### src/rtl/nae_pkg.sv
// Shared constants, types and helpers of the nibble ALU and branch executor
package nae_pkg;
    localparam int DW  = 4;
    localparam int PCW = 14;
    localparam int RAW = 7;
    localparam int LW  = 11;
    localparam int PBW = 3;

    localparam logic [DW-1:0]  ACC_RST     = 4'h0;
    localparam logic [PCW-1:0] PC_RST      = 14'h0000;
    localparam logic [RAW-1:0] PAGE_STRIDE = 7'h10;
    localparam logic [PCW-1:0] BANK_STRIDE = 14'h0800;
    localparam logic [PCW-1:0] STEP_ONE    = 14'h0001;
    localparam logic [PCW-1:0] STEP_SKIP   = 14'h0002;
    localparam logic [DW-1:0]  NIB_ONE     = 4'h1;
    localparam logic [DW-1:0]  NIB_ZERO    = 4'h0;

    // Instruction word fields
    localparam int HI_MSB  = 15;
    localparam int HI_LSB  = 12;
    localparam int GRP_BIT = 11;
    localparam int IMM_BIT = 10;
    localparam int SEL_BIT = 9;
    localparam int WB_BIT  = 8;
    localparam int R7_BIT  = 7;
    localparam int IMM_MSB = 7;
    localparam int IMM_LSB = 4;
    localparam int WR_MSB  = 3;
    localparam int RA_MSB  = 6;

    localparam logic [3:0] HI_ADC = 4'h0;
    localparam logic [3:0] HI_ADD = 4'h1;
    localparam logic [3:0] HI_ADU = 4'h2;
    localparam logic [3:0] HI_XRL = 4'h3;
    localparam logic [3:0] HI_INC = 4'h4;
    localparam logic [3:0] HI_JMP = 4'h7;
    localparam logic [3:0] HI_JB0 = 4'h8;
    localparam logic [3:0] HI_JB1 = 4'h9;
    localparam logic [3:0] HI_JB2 = 4'hA;
    localparam logic [3:0] HI_JB3 = 4'hB;
    localparam logic [3:0] HI_SKB = 4'hA;
    localparam logic [3:0] HI_JNZ = 4'hC;
    localparam logic [3:0] HI_JNC = 4'hD;
    localparam logic [3:0] HI_JZ  = 4'hE;
    localparam logic [3:0] HI_JC  = 4'hF;

    typedef enum logic [2:0] {ALU_ADD, ALU_SUB, ALU_AND, ALU_OR, ALU_XOR} nae_alu_e;
    typedef enum logic [1:0] {SRCB_ACC, SRCB_IMM, SRCB_ONE} nae_srcb_e;
    typedef enum logic [2:0] {CLS_NONE, CLS_ALU, CLS_JMP, CLS_JCOND, CLS_SKB} nae_cls_e;
    typedef enum logic [2:0] {COND_BIT, COND_Z, COND_NZ, COND_C, COND_NC} nae_cond_e;
    typedef enum logic [1:0] {SKIP_NONE, SKIP_Z, SKIP_NZ} nae_skip_e;

    typedef struct packed {
        nae_cls_e        cls;
        nae_alu_e        op;
        nae_srcb_e       srcB;
        nae_cond_e       cond;
        nae_skip_e       skip;
        logic            useCarry;
        logic            updCarry;
        logic            writeBack;
        logic            immForm;
        logic [1:0]      bitSel;
        logic [DW-1:0]   imm;
        logic [3:0]      wrIdx;
        logic [RAW-1:0]  memAddr;
        logic [LW-1:0]   target;
    } nae_dec_s;

    typedef struct packed {
        logic [RAW-1:0] addr;
        logic [DW-1:0]  wdata;
        logic           we;
    } nae_ram_s;

    function automatic logic [RAW-1:0] nae_paged_addr(input logic [PBW-1:0] page,
                                                      input logic [3:0] idx);
        nae_paged_addr = RAW'(page) * PAGE_STRIDE + RAW'(idx);
    endfunction : nae_paged_addr

    function automatic logic nae_is_zero(input logic [DW-1:0] n);
        nae_is_zero = (n == NIB_ZERO);
    endfunction : nae_is_zero
endpackage : nae_pkg

### src/rtl/nae_alu.sv
// Nibble adder, subtractor and bitwise unit
`timescale 1ns/100ps
`default_nettype none
module nae_alu import nae_pkg::*; (
    input  wire nae_alu_e      op,
    input  wire logic [DW-1:0] a,
    input  wire logic [DW-1:0] b,
    input  wire logic          cin,
    input  wire logic          useCin,
    output logic [DW-1:0]      result,
    output logic               carryOut
);
    logic [DW:0] wide;
    logic [DW:0] cinExt;

    always_comb begin
        cinExt   = {{DW{1'b0}}, useCin & cin};
        wide     = '0;
        result   = NIB_ZERO;
        carryOut = cin;
        case (op)
            ALU_ADD: begin
                wide     = {1'b0, a} + {1'b0, b} + cinExt;
                result   = wide[DW-1:0];
                carryOut = wide[DW];
            end
            ALU_SUB: begin
                // Carry reads as no-borrow after a subtraction
                wide     = {1'b0, a} - {1'b0, b} - cinExt;
                result   = wide[DW-1:0];
                carryOut = ~wide[DW];
            end
            ALU_AND: result = a & b;
            ALU_OR:  result = a | b;
            ALU_XOR: result = a ^ b;
            default: result = NIB_ZERO;
        endcase
    end
endmodule : nae_alu
`default_nettype wire

### src/rtl/nae_exec.sv
// Decode and single-cycle execution of arithmetic, logic, branch and skip instructions
`timescale 1ns/100ps
`default_nettype none
// Function
// [RULE1] Add memory nibble to accumulator into accumulator, zero and carry updated.
// [RULE2] Write-back add stores the sum to accumulator and memory, flags updated.
// [RULE3] Add with carry sums memory, accumulator and carry into accumulator.
// [RULE4] Write-back add with carry also stores the sum to memory.
// [RULE5] Keep-carry adds change only the zero flag, carry untouched.
// [RULE6] Subtract memory minus accumulator; write-back form stores to memory too.
// [RULE7] Borrow subtracts also take away the carry; write-back stores the result.
// [RULE8] Immediate forms take a 4-bit constant and one of sixteen working registers.
// [RULE9] AND, OR, XOR update only zero; write-back forms store the result.
// [RULE10] Far jump loads bank times 800H plus the 11-bit address.
// [RULE11] Accumulator bit jumps load the low 11 PC bits when the bit is one.
// [RULE12] Zero jumps load the low 11 PC bits on accumulator zero or nonzero.
// [RULE13] Carry jumps load the low 11 PC bits on carry set or clear.
// [RULE14] Decrement-and-skip writes memory and accumulator and skips on zero or nonzero.
// [RULE15] Bit-test skip passes one word when the memory bit is one, flags kept.
// [RULE16] Increment and decrement write memory plus or minus one to both places.
// [RULE17] Paged address is page low three bits times 10H plus the offset.
// [RULE18] One word per instruction, one cycle each; a skip passes one word.
// [RULE19] Zero flag marks a zero result; carry means carry-out or no-borrow.
module nae_exec import nae_pkg::*; (
    input  wire logic             clk,
    input  wire logic             rstn,
    input  wire logic             ce,
    input  wire logic             instValid,
    input  wire logic [15:0]      instWord,
    input  wire logic [DW-1:0]    ramRdata,
    input  wire logic [PBW-1:0]   programBank,
    input  wire logic [PBW-1:0]   workPage,
    output var nae_ram_s          ramPort,
    output logic [DW-1:0]         accumulator,
    output logic                  zeroFlag,
    output logic                  carryFlag,
    output logic [PCW-1:0]        pc
);
    nae_dec_s        dec;
    logic [3:0]      hi;
    logic            fire;
    logic [DW-1:0]   operandB;
    logic [DW-1:0]   aluResult;
    logic            aluCarry;
    logic            accZero;
    logic            condTrue;
    logic            skipTaken;
    logic            jumpFar;
    logic            jumpNear;
    logic [PCW-1:0]  next_pc;

    assign hi   = instWord[HI_MSB:HI_LSB];
    assign fire = ce & instValid;

    // Decode; anything outside this group decodes to no operation
    always_comb begin
        dec           = '0;
        dec.cls       = CLS_NONE;
        dec.op        = ALU_ADD;
        dec.srcB      = SRCB_ACC;
        dec.cond      = COND_BIT;
        dec.skip      = SKIP_NONE;
        dec.imm       = instWord[IMM_MSB:IMM_LSB];
        dec.wrIdx     = instWord[WR_MSB:0];
        dec.memAddr   = instWord[RA_MSB:0];
        dec.target    = instWord[LW-1:0];
        dec.bitSel    = hi[1:0];
        if (instWord[GRP_BIT]) begin
            case (hi)
                HI_ADC, HI_ADD, HI_ADU, HI_XRL: begin
                    if (instWord[IMM_BIT] || !instWord[R7_BIT]) begin
                        dec.cls       = CLS_ALU;
                        dec.immForm   = instWord[IMM_BIT]; // [RULE8]
                        dec.srcB      = instWord[IMM_BIT] ? SRCB_IMM : SRCB_ACC;
                        dec.writeBack = instWord[WB_BIT]; // [RULE2] [RULE4]
                        case (hi)
                            HI_ADC: begin
                                dec.op       = instWord[SEL_BIT] ? ALU_SUB : ALU_ADD; // [RULE7]
                                dec.useCarry = 1'b1; // [RULE3]
                                dec.updCarry = 1'b1;
                            end
                            HI_ADD: begin
                                dec.op       = instWord[SEL_BIT] ? ALU_SUB : ALU_ADD; // [RULE6]
                                dec.updCarry = 1'b1; // [RULE1]
                            end
                            HI_ADU: begin
                                dec.op       = instWord[SEL_BIT] ? ALU_AND : ALU_ADD; // [RULE5]
                                dec.updCarry = 1'b0;
                            end
                            default: begin
                                dec.op       = instWord[SEL_BIT] ? ALU_OR : ALU_XOR; // [RULE9]
                                dec.updCarry = 1'b0;
                            end
                        endcase
                    end
                end
                HI_INC: begin
                    if (!instWord[IMM_BIT] && !instWord[SEL_BIT] && !instWord[WB_BIT]) begin
                        dec.cls       = CLS_ALU;
                        dec.op        = ALU_SUB;
                        dec.srcB      = SRCB_ONE;
                        dec.writeBack = 1'b1;
                        dec.updCarry  = 1'b1;
                        dec.skip      = instWord[R7_BIT] ? SKIP_NZ : SKIP_Z; // [RULE14]
                    end else if (!instWord[IMM_BIT] && instWord[SEL_BIT] && !instWord[WB_BIT]) begin
                        dec.cls       = CLS_ALU;
                        dec.op        = instWord[R7_BIT] ? ALU_SUB : ALU_ADD; // [RULE16]
                        dec.srcB      = SRCB_ONE;
                        dec.writeBack = 1'b1;
                        dec.updCarry  = 1'b1;
                    end
                end
                HI_SKB: begin
                    if (!instWord[IMM_BIT] && !instWord[SEL_BIT]) begin
                        dec.cls    = CLS_SKB;
                        dec.bitSel = {instWord[WB_BIT], instWord[R7_BIT]}; // [RULE15]
                    end
                end
                default: dec.cls = CLS_NONE;
            endcase
        end else begin
            case (hi)
                HI_JMP: dec.cls = CLS_JMP;
                HI_JB0, HI_JB1, HI_JB2, HI_JB3: begin
                    dec.cls  = CLS_JCOND;
                    dec.cond = COND_BIT; // [RULE11]
                end
                HI_JZ: begin
                    dec.cls  = CLS_JCOND;
                    dec.cond = COND_Z; // [RULE12]
                end
                HI_JNZ: begin
                    dec.cls  = CLS_JCOND;
                    dec.cond = COND_NZ; // [RULE12]
                end
                HI_JC: begin
                    dec.cls  = CLS_JCOND;
                    dec.cond = COND_C; // [RULE13]
                end
                HI_JNC: begin
                    dec.cls  = CLS_JCOND;
                    dec.cond = COND_NC; // [RULE13]
                end
                default: dec.cls = CLS_NONE;
            endcase
        end
    end

    // Working registers live in RAM, so immediate forms read them through the page
    always_comb begin
        ramPort.addr  = dec.immForm ? nae_paged_addr(workPage, dec.wrIdx) // [RULE17]
                                    : dec.memAddr;
        ramPort.wdata = aluResult;
        ramPort.we    = fire && (dec.cls == CLS_ALU) && dec.writeBack; // [RULE2]
    end

    always_comb begin
        case (dec.srcB)
            SRCB_IMM: operandB = dec.imm; // [RULE8]
            SRCB_ONE: operandB = NIB_ONE;
            default:  operandB = accumulator;
        endcase
    end

    nae_alu u_alu (
        .op       (dec.op),
        .a        (ramRdata),
        .b        (operandB),
        .cin      (carryFlag),
        .useCin   (dec.useCarry),
        .result   (aluResult),
        .carryOut (aluCarry)
    );

    assign accZero = nae_is_zero(accumulator);

    always_comb begin
        case (dec.cond)
            COND_Z:  condTrue = accZero;
            COND_NZ: condTrue = !accZero;
            COND_C:  condTrue = carryFlag;
            COND_NC: condTrue = !carryFlag;
            default: condTrue = accumulator[dec.bitSel];
        endcase
    end

    always_comb begin
        skipTaken = 1'b0;
        if (dec.cls == CLS_SKB) begin
            skipTaken = ramRdata[dec.bitSel]; // [RULE15]
        end else if (dec.cls == CLS_ALU) begin
            if (dec.skip == SKIP_Z) begin
                skipTaken = nae_is_zero(aluResult); // [RULE14]
            end else if (dec.skip == SKIP_NZ) begin
                skipTaken = !nae_is_zero(aluResult);
            end
        end
    end

    assign jumpFar  = (dec.cls == CLS_JMP);
    assign jumpNear = (dec.cls == CLS_JCOND) && condTrue;

    nae_pc_next u_pc_next (
        .pc          (pc),
        .programBank (programBank),
        .target      (dec.target),
        .jumpFar     (jumpFar),
        .jumpNear    (jumpNear),
        .skip        (skipTaken),
        .nextPc      (next_pc)
    );

    // Every instruction of the group takes exactly one enabled cycle
    always_ff @(posedge clk or negedge rstn) begin
        if (!rstn) begin
            pc <= PC_RST;
        end else if (fire) begin
            pc <= next_pc; // [RULE18]
        end
    end

    always_ff @(posedge clk or negedge rstn) begin
        if (!rstn) begin
            accumulator <= ACC_RST;
        end else if (fire && dec.cls == CLS_ALU) begin
            accumulator <= aluResult; // [RULE1] [RULE3]
        end
    end

    always_ff @(posedge clk or negedge rstn) begin
        if (!rstn) begin
            zeroFlag <= 1'b0;
        end else if (fire && dec.cls == CLS_ALU) begin
            zeroFlag <= nae_is_zero(aluResult); // [RULE19]
        end
    end

    // Logic and keep-carry forms must not disturb a pending multi-nibble carry
    always_ff @(posedge clk or negedge rstn) begin
        if (!rstn) begin
            carryFlag <= 1'b0;
        end else if (fire && dec.cls == CLS_ALU && dec.updCarry) begin
            carryFlag <= aluCarry; // [RULE5] [RULE19]
        end
    end

    a_add_acc: assert property (@(posedge clk) disable iff (!rstn) // [RULE1]
        fire && dec.cls == CLS_ALU && dec.op == ALU_ADD && dec.srcB == SRCB_ACC && !dec.useCarry
        |=> accumulator == DW'($past(ramRdata) + $past(accumulator)))
        else $error("plain add result wrong");

    a_wb_store: assert property (@(posedge clk) disable iff (!rstn) // [RULE2]
        fire && dec.cls == CLS_ALU && dec.writeBack
        |-> ramPort.we ##1 accumulator == $past(ramPort.wdata))
        else $error("write-back not issued");

    a_adc_sum: assert property (@(posedge clk) disable iff (!rstn) // [RULE3]
        fire && dec.cls == CLS_ALU && dec.op == ALU_ADD && dec.useCarry && dec.srcB == SRCB_ACC
        |=> {carryFlag, accumulator} == ({1'b0, $past(ramRdata)} + {1'b0, $past(accumulator)}
                                         + {4'h0, $past(carryFlag)}))
        else $error("add with carry wrong");

    a_keep_carry: assert property (@(posedge clk) disable iff (!rstn) // [RULE5]
        fire && dec.cls == CLS_ALU && !dec.updCarry |=> $stable(carryFlag))
        else $error("carry changed by keep-carry form");

    a_sub_borrow: assert property (@(posedge clk) disable iff (!rstn) // [RULE6]
        fire && dec.cls == CLS_ALU && dec.op == ALU_SUB && dec.srcB == SRCB_ACC && !dec.useCarry
        |=> carryFlag == ($past(ramRdata) >= $past(accumulator)))
        else $error("subtract no-borrow wrong");

    a_imm_addr: assert property (@(posedge clk) disable iff (!rstn) // [RULE17]
        dec.immForm |-> ramPort.addr == RAW'(workPage) * PAGE_STRIDE + RAW'(instWord[WR_MSB:0]))
        else $error("paged address wrong");

    a_zero_flag: assert property (@(posedge clk) disable iff (!rstn) // [RULE19]
        fire && dec.cls == CLS_ALU |=> zeroFlag == (accumulator == NIB_ZERO))
        else $error("zero flag mismatch");

    a_far_jump: assert property (@(posedge clk) disable iff (!rstn) // [RULE10]
        fire && dec.cls == CLS_JMP
        |=> pc == $past(programBank) * BANK_STRIDE + PCW'($past(instWord[LW-1:0])))
        else $error("far jump target wrong");

    a_jz_taken: assert property (@(posedge clk) disable iff (!rstn) // [RULE12]
        fire && dec.cls == CLS_JCOND && dec.cond == COND_Z && accZero
        |=> pc[LW-1:0] == $past(instWord[LW-1:0]) && $stable(pc[PCW-1:LW]))
        else $error("zero jump not taken");

    a_jc_fall: assert property (@(posedge clk) disable iff (!rstn) // [RULE13]
        fire && dec.cls == CLS_JCOND && dec.cond == COND_C && !carryFlag
        |=> pc == $past(pc) + STEP_ONE)
        else $error("carry jump taken without carry");

    a_bit_skip: assert property (@(posedge clk) disable iff (!rstn) // [RULE15]
        fire && dec.cls == CLS_SKB && ramRdata[dec.bitSel]
        |=> pc == $past(pc) + STEP_SKIP && $stable(zeroFlag) && $stable(carryFlag))
        else $error("bit skip wrong");

    a_dsk_skip: assert property (@(posedge clk) disable iff (!rstn) // [RULE14]
        fire && dec.cls == CLS_ALU && dec.skip == SKIP_Z && ramRdata == NIB_ONE
        |-> ramPort.we ##1 pc == $past(pc) + STEP_SKIP && accZero)
        else $error("decrement skip wrong");

    a_ce_freeze: assert property (@(posedge clk) disable iff (!rstn) // [RULE18]
        !ce |=> $stable(pc) && $stable(accumulator) && $stable(carryFlag))
        else $error("state moved with enable low");

    a_sub_acc: assert property (@(posedge clk) disable iff (!rstn) // [RULE6]
        fire && dec.cls == CLS_ALU && dec.op == ALU_SUB && !dec.useCarry
        |=> accumulator == DW'($past(ramRdata) - $past(operandB)))
        else $error("subtract result wrong");

    a_sbc_sum: assert property (@(posedge clk) disable iff (!rstn) // [RULE7]
        fire && dec.cls == CLS_ALU && dec.op == ALU_SUB && dec.useCarry
        |=> {!carryFlag, accumulator} == ({1'b0, $past(ramRdata)} - {1'b0, $past(operandB)}
                                          - {4'h0, $past(carryFlag)}))
        else $error("borrow subtract wrong");

    a_logic_and: assert property (@(posedge clk) disable iff (!rstn) // [RULE9]
        fire && dec.cls == CLS_ALU && dec.op == ALU_AND
        |=> accumulator == ($past(ramRdata) & $past(operandB))
            && $stable(carryFlag))
        else $error("logic result wrong");

    a_bit_jump: assert property (@(posedge clk) disable iff (!rstn) // [RULE11]
        fire && dec.cls == CLS_JCOND && dec.cond == COND_BIT && accumulator[dec.bitSel]
        |=> pc[LW-1:0] == $past(instWord[LW-1:0]))
        else $error("bit jump not taken");

    a_jnz_fall: assert property (@(posedge clk) disable iff (!rstn) // [RULE12]
        fire && dec.cls == CLS_JCOND && dec.cond == COND_NZ && accZero
        |=> pc == $past(pc) + STEP_ONE)
        else $error("nonzero jump taken on zero");

    a_inc_store: assert property (@(posedge clk) disable iff (!rstn) // [RULE16]
        fire && dec.cls == CLS_ALU && dec.srcB == SRCB_ONE && dec.op == ALU_ADD
        |-> ramPort.we
            && ramPort.wdata == ramRdata + NIB_ONE)
        else $error("increment store wrong");
endmodule : nae_exec
`default_nettype wire

### src/rtl/nae_pc_next.sv
// Next program counter selection for jumps and skips
`timescale 1ns/100ps
`default_nettype none
module nae_pc_next import nae_pkg::*; (
    input  wire logic [PCW-1:0] pc,
    input  wire logic [PBW-1:0] programBank,
    input  wire logic [LW-1:0]  target,
    input  wire logic           jumpFar,
    input  wire logic           jumpNear,
    input  wire logic           skip,
    output logic [PCW-1:0]      nextPc
);
    always_comb begin
        if (jumpFar) begin
            nextPc = PCW'(programBank) * BANK_STRIDE + PCW'(target); // [RULE10]
        end else if (jumpNear) begin
            // Near jumps stay inside the current 2K block
            nextPc = {pc[PCW-1:LW], target}; // [RULE11]
        end else if (skip) begin
            nextPc = pc + STEP_SKIP; // [RULE18]
        end else begin
            nextPc = pc + STEP_ONE;
        end
    end
endmodule : nae_pc_next
`default_nettype wire

### config.mk
export PLATFORM = sky130hd
export DESIGN_NAME = nae_exec
export DESIGN_NICKNAME = d
export VERILOG_FILES = /design/src/rtl/nae_pkg.sv /design/src/rtl/nae_alu.sv /design/src/rtl/nae_exec.sv /design/src/rtl/nae_pc_next.sv
export SDC_FILE = /design/constraint.sdc
export NUM_CORES = 1
export LEC_CHECK = 0
export BUFFER_PORTS_ARGS = -buffer_cell sky130_fd_sc_hd__buf_2
export CAP_MARGIN = 40
export CORE_UTILIZATION = 30
export CTS_CLUSTER_DIAMETER = 80
export DETAILED_ROUTE_END_ITERATION = 7
export SLEW_MARGIN = 10
export SYNTH_ARGS = -nofsm -noshare
export SYNTH_HDL_FRONTEND = slang
export SYNTH_HIERARCHICAL = 1
export SYNTH_SLANG_ARGS = --single-unit
export TNS_END_PERCENT = 10
### constraint.sdc
create_clock -name clk -period 4.1 [get_ports clk]
set_input_delay 0.205 -clock clk [delete_from_list [all_inputs] [get_ports clk]]
set_output_delay 0.205 -clock clk [all_outputs]
set_load 0.01 [all_outputs]
Word-level counts from Yosys, hierarchy flattened
Index checks and enable logic that the tools add are counted.

Bits in registers: 20. Input port bits: 30. Output and inout port bits: 32. Logic and storage cells: 123.

$add $sub $neg: 8. $lt $le $gt $ge: 1. Equal/unequal tests: 30. Multiplexer cells: 47. Bitwise operators: 6. Reductions and logical operators: 26.

Operator list (count): $mux W14 (3); $eq A4 B4 Y1 const B (8); $pmux W4 S5 (1); $eq A3 B2 Y1 const B (6); $mux W2 (8); $mux W8 (2); $add A14 B1 Y14 const B (1); $add A14 B11 Y14 (1); $add A14 B2 Y14 const B (1); $mux W1 (13); $logic_not A4 Y1 (3); $mux W3 (4); $mux W6 (2); $pmux W3 S4 (1); $pmux W5 S2 (1); $eq A3 B1 Y1 const B (3); $eq A3 B3 Y1 const B (3); $pmux W3 S3 (1); $eq A4 B2 Y1 const B (2); $eq A4 B3 Y1 const B (2); $logic_and A1 B1 Y1 (8); $pmux W2 S2 (2); $pmux W4 S2 (1); $reduce_or A8 Y1 (1); other kinds (29) (40).

Depth between registers and ports, before layout
Gate-level depths: netlist (run 1).

Depth in word-level cells: 21. Depth in mapped cells: 24. Depth with buffers taken out: 23.

Hierarchy
Netlist (run 1), hierarchy kept.

By module, submodules not included: nae_exec (times used 1, cells each 128, area each 1337.5 um2, sequential area each 500.5 um2); nae_alu (times used 1, cells each 80, area each 601.8 um2, sequential area each 0.0 um2); nae_pc_next (times used 1, cells each 81, area each 505.5 um2, sequential area each 0.0 um2).

Worst setup path after synthesis (run 1)
No wires, ideal clock.

Path type: in2reg. Start point: input instWord[13]. End point: register pc[12]. Setup time: 0.065 ns. Arrival time: 5.335 ns. Data required time: 4.035 ns. Path slack: -1.299 ns. Stages: 21. Path buffers: 0. Cell sequence: or4_4 > nor2_4 > nand2_1 > ha_1 > o21ai_0 > inv_1 > fa_1 > ha_1 > o21a_1 > or3_4 > xnor2_1 > o211ai_1 > nor4_1 > xor2_1 > nand3_1 > o2bb2ai_1 > mux2_2 > or4b_4 > or4_1 > nand3_1 > mux2_2.

RTL lines: start: declaration (RTL line nae_exec.sv:29) `input wire logic [15:0] instWord,`; end signal: assignment (RTL line nae_exec.sv:218) `pc <= next_pc;`; end: declaration (RTL line nae_exec.sv:37) `output logic [PCW-1:0] pc`.

Worst setup path after layout (run 1)
Start point: input instWord[13]. End point: register pc[12].

Word-level cells in the longest chain between the ends: 18. Elaborated cells on any way between the ends: 77. Those cells by class: add/sub (4); eq/ne (30); mux (30); bitwise (4); reduce/logical (9).

Ends and longest elaborated chain: $eq A4 B1 Y1, or another cell as far along (RTL line nae_exec.sv:69) `case (hi)`; $reduce_or A4 Y1 (RTL line nae_exec.sv:69); $pmux W5 S2 * (RTL line nae_exec.sv:69); $mux W5 * (RTL line nae_exec.sv:68) `if (instWord[GRP_BIT]) begin`; $eq A2 B2 Y1 or $eq A2 B1 Y1 (tied branches) (RTL line nae_exec.sv:158) `case (dec.srcB)`; $pmux W4 S2 * (RTL line nae_exec.sv:158); via operandB[0] (RTL line nae_exec.sv:42) `logic [DW-1:0] operandB;`; $sub A4 B4 Y5 or $add A4 B4 Y5 (tied branches) (RTL line nae_alu.sv:29, nae_alu.sv:23); [5 not listed]; $mux W1 * (RTL line nae_exec.sv:192) `if (dec.skip == SKIP_Z) begin`; $mux W1 * (RTL line nae_exec.sv:191) `end else if (dec.cls == CLS_ALU) begin`; $mux W1 * (RTL line nae_exec.sv:189) `if (dec.cls == CLS_SKB) begin`; via skipTaken (RTL line nae_exec.sv:47) `logic skipTaken;`; $mux W14 * (RTL line nae_pc_next.sv:19) `end else if (skip) begin`; $mux W14 * (RTL line nae_pc_next.sv:16) `end else if (jumpNear) begin`; $mux W14 * (RTL line nae_pc_next.sv:14) `if (jumpFar) begin`; via next_pc[12] (RTL line nae_exec.sv:50) `logic [PCW-1:0] next_pc;`.

Mark *: on every way through the listed nets, which the timed path passes. The rest lies on a longest branch. The select of a mux whose other input is x is not followed. A chain may end at the register's enable or synchronous reset.

==> results of run 1 <==
## worst max-delay path, delay by kind of cell
family / cells / cell delay [ps]
and+or+nand+nor: 9 / 2310
AOI/OAI and AO/OA: 6 / 1080
adders and majority gates: 3 / 860
muxes: 2 / 320
xor gates and xnor gates: 1 / 160
buffers and inverters: 2 / 150
## where the power goes
| group | switching, mW | total (mW) | internal (mW) |
|---|---|---|---|
| clock network | 0.0725 | 0.158 | 0.0857 |
| registers | 0.144 | 0.432 | 0.288 |
| logic | 0.559 | 1.17 | 0.611 |
| total | 0.776 | 1.76 | 0.985 |
## Yosys cell counts, types with 2 or more instances
| cell type | instances | share of area [%] |
|---|---|---|
| a211oi_1 | 4 | 1.2 |
| a21oi_1 | 19 | 3.9 |
| a221o_1 | 2 | 0.82 |
| a22o_1 | 2 | 0.72 |
| a31oi_1 | 2 | 0.51 |
| and3_1 | 4 | 1.0 |
| buf_2 | 3 | 0.61 |
| buf_4 | 4 | 1.2 |
| clkbuf_1 | 9 | 1.4 |
| dfrtp_1 | 20 | 20 |
| fa_1 | 3 | 2.5 |
| ha_1 | 19 | 9.7 |
| inv_1 | 21 | 3.2 |
| mux2_1 | 5 | 2.3 |
| mux2_2 | 19 | 8.8 |
| nand2_1 | 17 | 2.6 |
| nand2b_1 | 6 | 1.5 |
| nand3_1 | 10 | 2.0 |
| nand3b_1 | 3 | 0.92 |
| nand4_1 | 2 | 0.51 |
| nand4b_1 | 2 | 0.72 |
| nor2_1 | 23 | 3.5 |
| nor2b_1 | 7 | 1.8 |
| nor3_1 | 5 | 1.0 |
| nor4_1 | 8 | 2.0 |
| nor4bb_1 | 2 | 0.82 |
| o211ai_1 | 7 | 2.1 |
| o21a_1 | 2 | 0.61 |
| o21ai_0 | 12 | 2.5 |
| o31a_1 | 2 | 0.72 |
| xnor2_1 | 6 | 2.1 |
| xor2_1 | 9 | 3.2 |
## cells in the final DEF (no fill, tap or decap), drive strengths merged, types with 2 or more instances in the layout
cell,instances
buf,123
mux2,25
nor2,24
inv,21
dfrtp,20
a21oi,19
ha,19
nand2,17
o21ai,13
nand3,10
xor2,9
nor4,8
o211ai,8
nor2b,7
nand2b,6
xnor2,6
nor3,5
and3,5
a211oi,5
clkbuf,4
nand3b,3
fa,3
a22o,2
a221o,2
o31a,2
a31oi,2
o21a,2
a2111oi,2
nand4b,2
nand4,2
or4,2
nor4b,2
nor4bb,2
o2111ai,2
## cell type report
| type | instances | area, sq um |
|---|---|---|
| fill | 772 | 4320 |
| sequential | 20 | 500 |
| timing repair buffer | 124 | 797 |
| clock buffer | 4 | 55.1 |
| tap | 102 | 128 |
| multi-input combinational | 232 | 1930 |
| inverter | 21 | 78.8 |
## layer usage
| layer | up-vias | track usage [%] | share of wire, % |
|---|---|---|---|
| met5 | - | 0 | 0 |
| met4 | 0 | 4.04 | 0.78 |
| met3 | 7 | 1.49 | 2.8 |
| met2 | 61 | 29.5 | 48 |
| met1 | 1240 | 24.4 | 48 |
| li1 | 1275 | - | - |
## stage by stage
step	setup slack (ps)	setup TNS [ps]	cell area, sq um
floorplan	-900	-8800	2490
global placement	-1050	-11770	3280
detailed placement	-1200	-13470	3280
CTS	-904	-9240	3480
global route	-985	-10660	3490
finish	-797	-7710	3490
## sequential cells by signal, summed over array words and instances, names as in the netlist
| register | cells |
|---|---|
| zeroFlag | 1 |
| pc | 14 |
| carryFlag | 1 |
| accumulator | 4 |
## worst max-delay path by stage
stage / startpoint / end / slack [ps]
final: instWord[13] / pc[12]$_DFFE_PN0P_ / -800
after CTS: instWord[13] / pc[12]$_DFFE_PN0P_ / -900
after global placement: instWord[13] / pc[12]$_DFFE_PN0P_ / -1050
after global routing: instWord[13] / pc[12]$_DFFE_PN0P_ / -990
after floorplan: instWord[13] / pc[12]$_DFFE_PN0P_ / -900
after detailed placement: instWord[13] / pc[12]$_DFFE_PN0P_ / -1200
## repair_timing
| action | in CTS | in global routing |
|---|---|---|
| hold buffers | 1 | 0 |
| setup endpoints to repair | 14 | 14 |
| endpoints found under the hold margin | 20 | 0 |
| gates resized for setup | 22 | 1 |
| buffers inserted | 4 | 0 |
| pin swaps | 16 | 5 |
## kinds of logic (layout without fill, tap and decap cells)
logic type | after synthesis | in the layout
simple gates | 100 | 100
flops | 20 | 20
xor+xnor | 15 | 15
fa+ha+maj | 22 | 22
mux | 26 | 26
compound gates | 69 | 69
buf+inv | 37 | 149
==> impl_metrics.json, run 1 <==
{
  "arrival_ps": 5110,
  "grt_max_degree": 21,
  "route.antenna.remaining_nets": 0,
  "whs_ps": 281,
  "crit_path_end_kind": "flop",
  "num_io_pins": 62,
  "tightest_slew_ps": 780,
  "syn_area_per_cell_sq_um": 8.46,
  "track_usage_pct": 17.6,
  "dp_cells": 494,
  "min-delay-start": "programBank[0]",
  "ys.flop_type": "dfrtp_1",
  "start_util_pct": 31.3,
  "via_count": 2583,
  "final_util_pct": 44.7,
  "fin_ws_ps": -797,
  "synth_compound_area_share_pct": 20.3,
  "r2r_slack_ps": -250,
  "fin_crit_ps": 4900,
  "setup-violations-final": 14,
  "synth-simple-area-share_pct": 23.1,
  "synth_seq_cells": 20,
  "wire_per_inst_um": 14.5,
  "p_leak_nw": 1.58,
  "slowest_stage": "or4_4",
  "outcome": "finished with violations",
  "crit_chain": "buf_6 > or4_4 > nor2_4 > nand2_2 > ha_4 > a21oi_4 > o21ai_4 > fa_1 > inv_1 > ha_2 > o21a_1 > or3_4 > a2111o_1 > o211ai_2 > nor4_2 > xor2_1 > nand3_1 > o2bb2ai_4 > mux2_4 > or4b_4 > or4_1 > nand3_1 > mux2_4",
  "hold_depth": 4,
  "area_growth_pct": 42.6,
  "rsz0062_at_grt": "true",
  "hold_violations": 0,
  "insertion_delay_ps": 270,
  "seq_area_frac_synth_pct": 20.5,
  "route.detailed.drc": 0,
  "die_w_um": 92.3,
  "fmax_ghz": 0.204,
  "core_sq_um": 7810,
  "hold_end": "pc[11]$_DFFE_PN0P_",
  "p_total_mw": 1.76,
  "synth_top_family_by_area": "simple AND/OR/NAND/NOR gates",
  "ir_drop_mv": 0.152,
  "viasPerCell": 5.14,
  "critPathMaxStageDelay_ps": 540,
  "std_cell_rows": 32,
  "cts_tree": "built",
  "timing.rr.start": "carryFlag$_DFFE_PN0P_",
  "hpwl_um": 5860,
  "path_max_fanout": 3,
  "violations": "negative setup slack",
  "regToRegEndpoint": "pc[12]$_DFFE_PN0P_",
  "crit_required_ps": 4310,
  "synthMuxAreaShare_pct": 12.1,
  "min_period_over_period_pct": 119,
  "drive_gt1_share_pct": 44.6,
  "cts_inserted_buffers": 3,
  "slew_violations": 0,
  "synthArstFlopShare_pct": 100,
  "skew_ps": 2.89,
  "synth_warnings": 6,
  "final_cells": 503,
  "die_area_sq_um": 8510,
  "synthCells": 289,
  "synth.net_count": 341,
  "hold_path_class": "in2reg",
  "power_density_nw_per_um2": 505,
  "die_height_um": 92.3,
  "synth_edf_count": 0,
  "cts_num_sinks": 20,
  "synth_cell_type_count": 62,
  "synth-xor-area-share_pct": 5.37,
  "wirelength_um": 7300,
  "grt_pass1_wl_um": 12000,
  "clk_pin_slew_worst_paths_ps": 80,
  "worstSetupPathType": "in2reg",
  "cts-root-buf": "clkbuf_8",
  "cts.htree.levels": 1,
  "start_kind": "input pin",
  "io_buffers": 61,
  "relSlewSlack_pct": 47.5,
  "cts_max_path_buffers": 2,
  "antenna_cells": 0,
  "initialDrtViolationCount": 146,
  "cap_violations": 0,
  "place_congestion": 0.863,
  "first_global_vias": 2512,
  "dr.pass1.iters": 4,
  "r2r_cells": 18,
  "grt_remaining_overflow": 0,
  "grt_antenna_before_repair": 0,
  "synth_fa_ha_area_share_pct": 12.2,
  "synthesis.area_sq_um": 2440,
  "nets": 454
}
(Power assumes the default switching activity.)
==> run 2, diff against run 1 <==
--- a/config.mk
+++ b/config.mk
@@ -7,6 +7,7 @@
 export LEC_CHECK = 0
 export BUFFER_PORTS_ARGS = -buffer_cell sky130_fd_sc_hd__buf_2
 export CAP_MARGIN = 40
+export CORE_MARGIN = 3
 export CORE_UTILIZATION = 30
 export CTS_CLUSTER_DIAMETER = 80
 export DETAILED_ROUTE_END_ITERATION = 7
==> impl_metrics.json, run 2 (synthesis results as in run 1) <==
{
  "outcome": "finished with violations",
  "violations": "negative setup slack",
  "reg_top3": "pc (14), accumulator (4)",
  "p_int_mw": 1.03,
  "hpwl_um": 6000,
  "worstSetupPathType": "in2reg",
  "num_io_pins": 62,
  "wirelength_um": 7480,
  "final_util_pct": 44.7,
  "die_w_um": 96.3,
  "start_kind": "input pin",
  "cts_inserted_buffers": 3,
  "crit_family": "simple AND/OR/NAND/NOR gates",
  "cts_max_path_buffers": 2,
  "switchingPower_mw": 0.785,
  "start_util_pct": 31.3,
  "initialDrtViolationCount": 128,
  "hold_path_class": "in2reg",
  "grt_pass1_wl_um": 11800,
  "pwr-share-comb_pct": 65.1,
  "critPathMaxStageDelay_ps": 540,
  "drive_gt1_share_pct": 44.4,
  "power_density_nw_per_um2": 520,
  "final_cells": 501,
  "crit_buf_inv": 2,
  "dr.pass1.iters": 4,
  "cts.htree.levels": 1,
  "io_buffers": 61,
  "setup-violations-final": 14,
  "area_growth_pct": 42.8,
  "hold_violations": 0,
  "slew_violations": 0,
  "min-delay-start": "programBank[0]",
  "grt_remaining_overflow": 0,
  "relSlewSlack_pct": 41.1,
  "route.detailed.drc": 0,
  "fin_ws_ps": -774,
  "grt_antenna_before_repair": 0,
  "largest_reg_flops": 14,
  "clk_pin_slew_worst_paths_ps": 80,
  "grt_max_degree": 21,
  "antenna_cells": 0,
  "cts_tree": "built",
  "std_cell_rows": 32,
  "final_cell_mix": "buf_2 (60), buf_4 (59), nor2_1 (23), inv_1 (20), dfrtp_1 (20)",
  "regMostFlops": "pc",
  "layout_commonest_cell": "buf_2",
  "fin_crit_ps": 4870,
  "route.antenna.remaining_nets": 0,
  "cp-startpoint": "instWord[13]",
  "p_leak_nw": 1.59,
  "insertion_delay_ps": 260,
  "path_max_fanout": 3,
  "whs_ps": 276,
  "nets": 452,
  "slowest_stage": "fa_1",
  "power_switching_share_pct": 43.3,
  "arrival_ps": 5080,
  "core_sq_um": 7810,
  "crit_path_end_kind": "flop",
  "skew_ps": 6.51,
  "viasPerCell": 5.09,
  "via_count": 2548,
  "track_usage_pct": 16.0,
  "die_height_um": 96.3,
  "cts-root-buf": "clkbuf_8",
  "place_congestion": 0.888,
  "crit_chain": "buf_6 > or4_4 > nor2_4 > nand2_2 > ha_4 > a21oi_4 > o21ai_4 > fa_1 > inv_1 > ha_2 > o21a_1 > or3_4 > a2111o_1 > o211ai_2 > nor4_2 > xor2_1 > nand3_1 > o2bb2ai_4 > mux2_4 > or4b_4 > or4_1 > nand3_1 > mux2_4",
  "place_ws_ps": -1160,
  "timing.rr.start": "carryFlag$_DFFE_PN0P_",
  "dp_cells": 492,
  "seqPwrFrac_pct": 23.7,
  "min_period_over_period_pct": 119,
  "ir_drop_mv": 0.167,
  "rsz0062_at_grt": "true",
  "die_area_sq_um": 9270,
  "cap_violations": 0,
  "fmax_ghz": 0.205,
  "tightest_slew_ps": 876,
  "clkPwrFrac_pct": 11.1,
  "wire_per_inst_um": 14.9,
  "crit_required_ps": 4310,
  "first_global_vias": 2345,
  "cts_num_sinks": 20
}
[run 2: cell types whose count changed in the layout (fill, tap and decap cells not counted), sizes merged]
cell,before,now
buf,123,121
bufinv,0,1
clkbuf,4,3
[run 2: power by group through the flow]
stage	logic [mW]	clock network [mW]	registers [mW]
finish	1.18	0.202	0.431
global route	1.31	0.217	0.453
CTS	1.17	0.209	0.431
detailed placement	1.11	0	0.430
global placement	1.09	0	0.426
floorplan	0.593	0	0.459
[run 2: metal layers]
metal | share of wire [%] | track usage, %
met1 | 48 | 23.5
met2 | 47 | 25.9
met3 | 4.5 | 1.95
met4 | 0.40 | 1.66
met5 | 0 | 0
[run 2: worst paths after layout]
kind                                              end  cells after the start  slack, ps
max                                pc[12]$_DFFE_PN0P_                     23       -770
min                                pc[11]$_DFFE_PN0P_                      4        280
max reg2reg                        pc[12]$_DFFE_PN0P_                     18       -190
min reg2reg                      zeroFlag$_DFFE_PN0P_                      1        550
max in group asynchronous  accumulator[0]$_DFFE_PN0P_                      2       3340
min in group asynchronous          pc[11]$_DFFE_PN0P_                      2        430
[run 2: worst min-delay path, cell delays in order]
cell     delay [ps]
buf_2            70
nand2_1          40
o21ai_0          50
mux2_2          140
[run 2: metrics by stage]
| stage | instance area, sq um | TNS (ps) | total power, mW |
|---|---|---|---|
| after CTS | 3480 | -8110 | 1.81 |
| after floorplan | 2490 | -8800 | 1.05 |
| final | 3490 | -7120 | 1.81 |
| after global routing | 3490 | -10230 | 1.98 |
| after detailed placement | 3270 | -12990 | 1.54 |
| after global placement | 3260 | -12300 | 1.52 |
[run 2: area by class of cell]
class | instances | area [sq um]
Fill cell | 785 | 4320
Timing Repair Buffer | 122 | 776
Inverter | 21 | 78.8
Multi-Input combinational cell | 232 | 1940
Clock buffer | 3 | 41.3
Clock inverter | 1 | 30.0
Sequential cell | 20 | 500
Tap cell | 102 | 128
[run 2: repair_timing]
| action | CTS | global route |
|---|---|---|
| pin swaps | 15 | 7 |
| endpoints found under the hold margin | 20 | 0 |
| endpoints found under the setup margin | 14 | 14 |
| hold buffers | 1 | 0 |
| setup buffers | 3 | 1 |
| gates resized for setup | 22 | 2 |
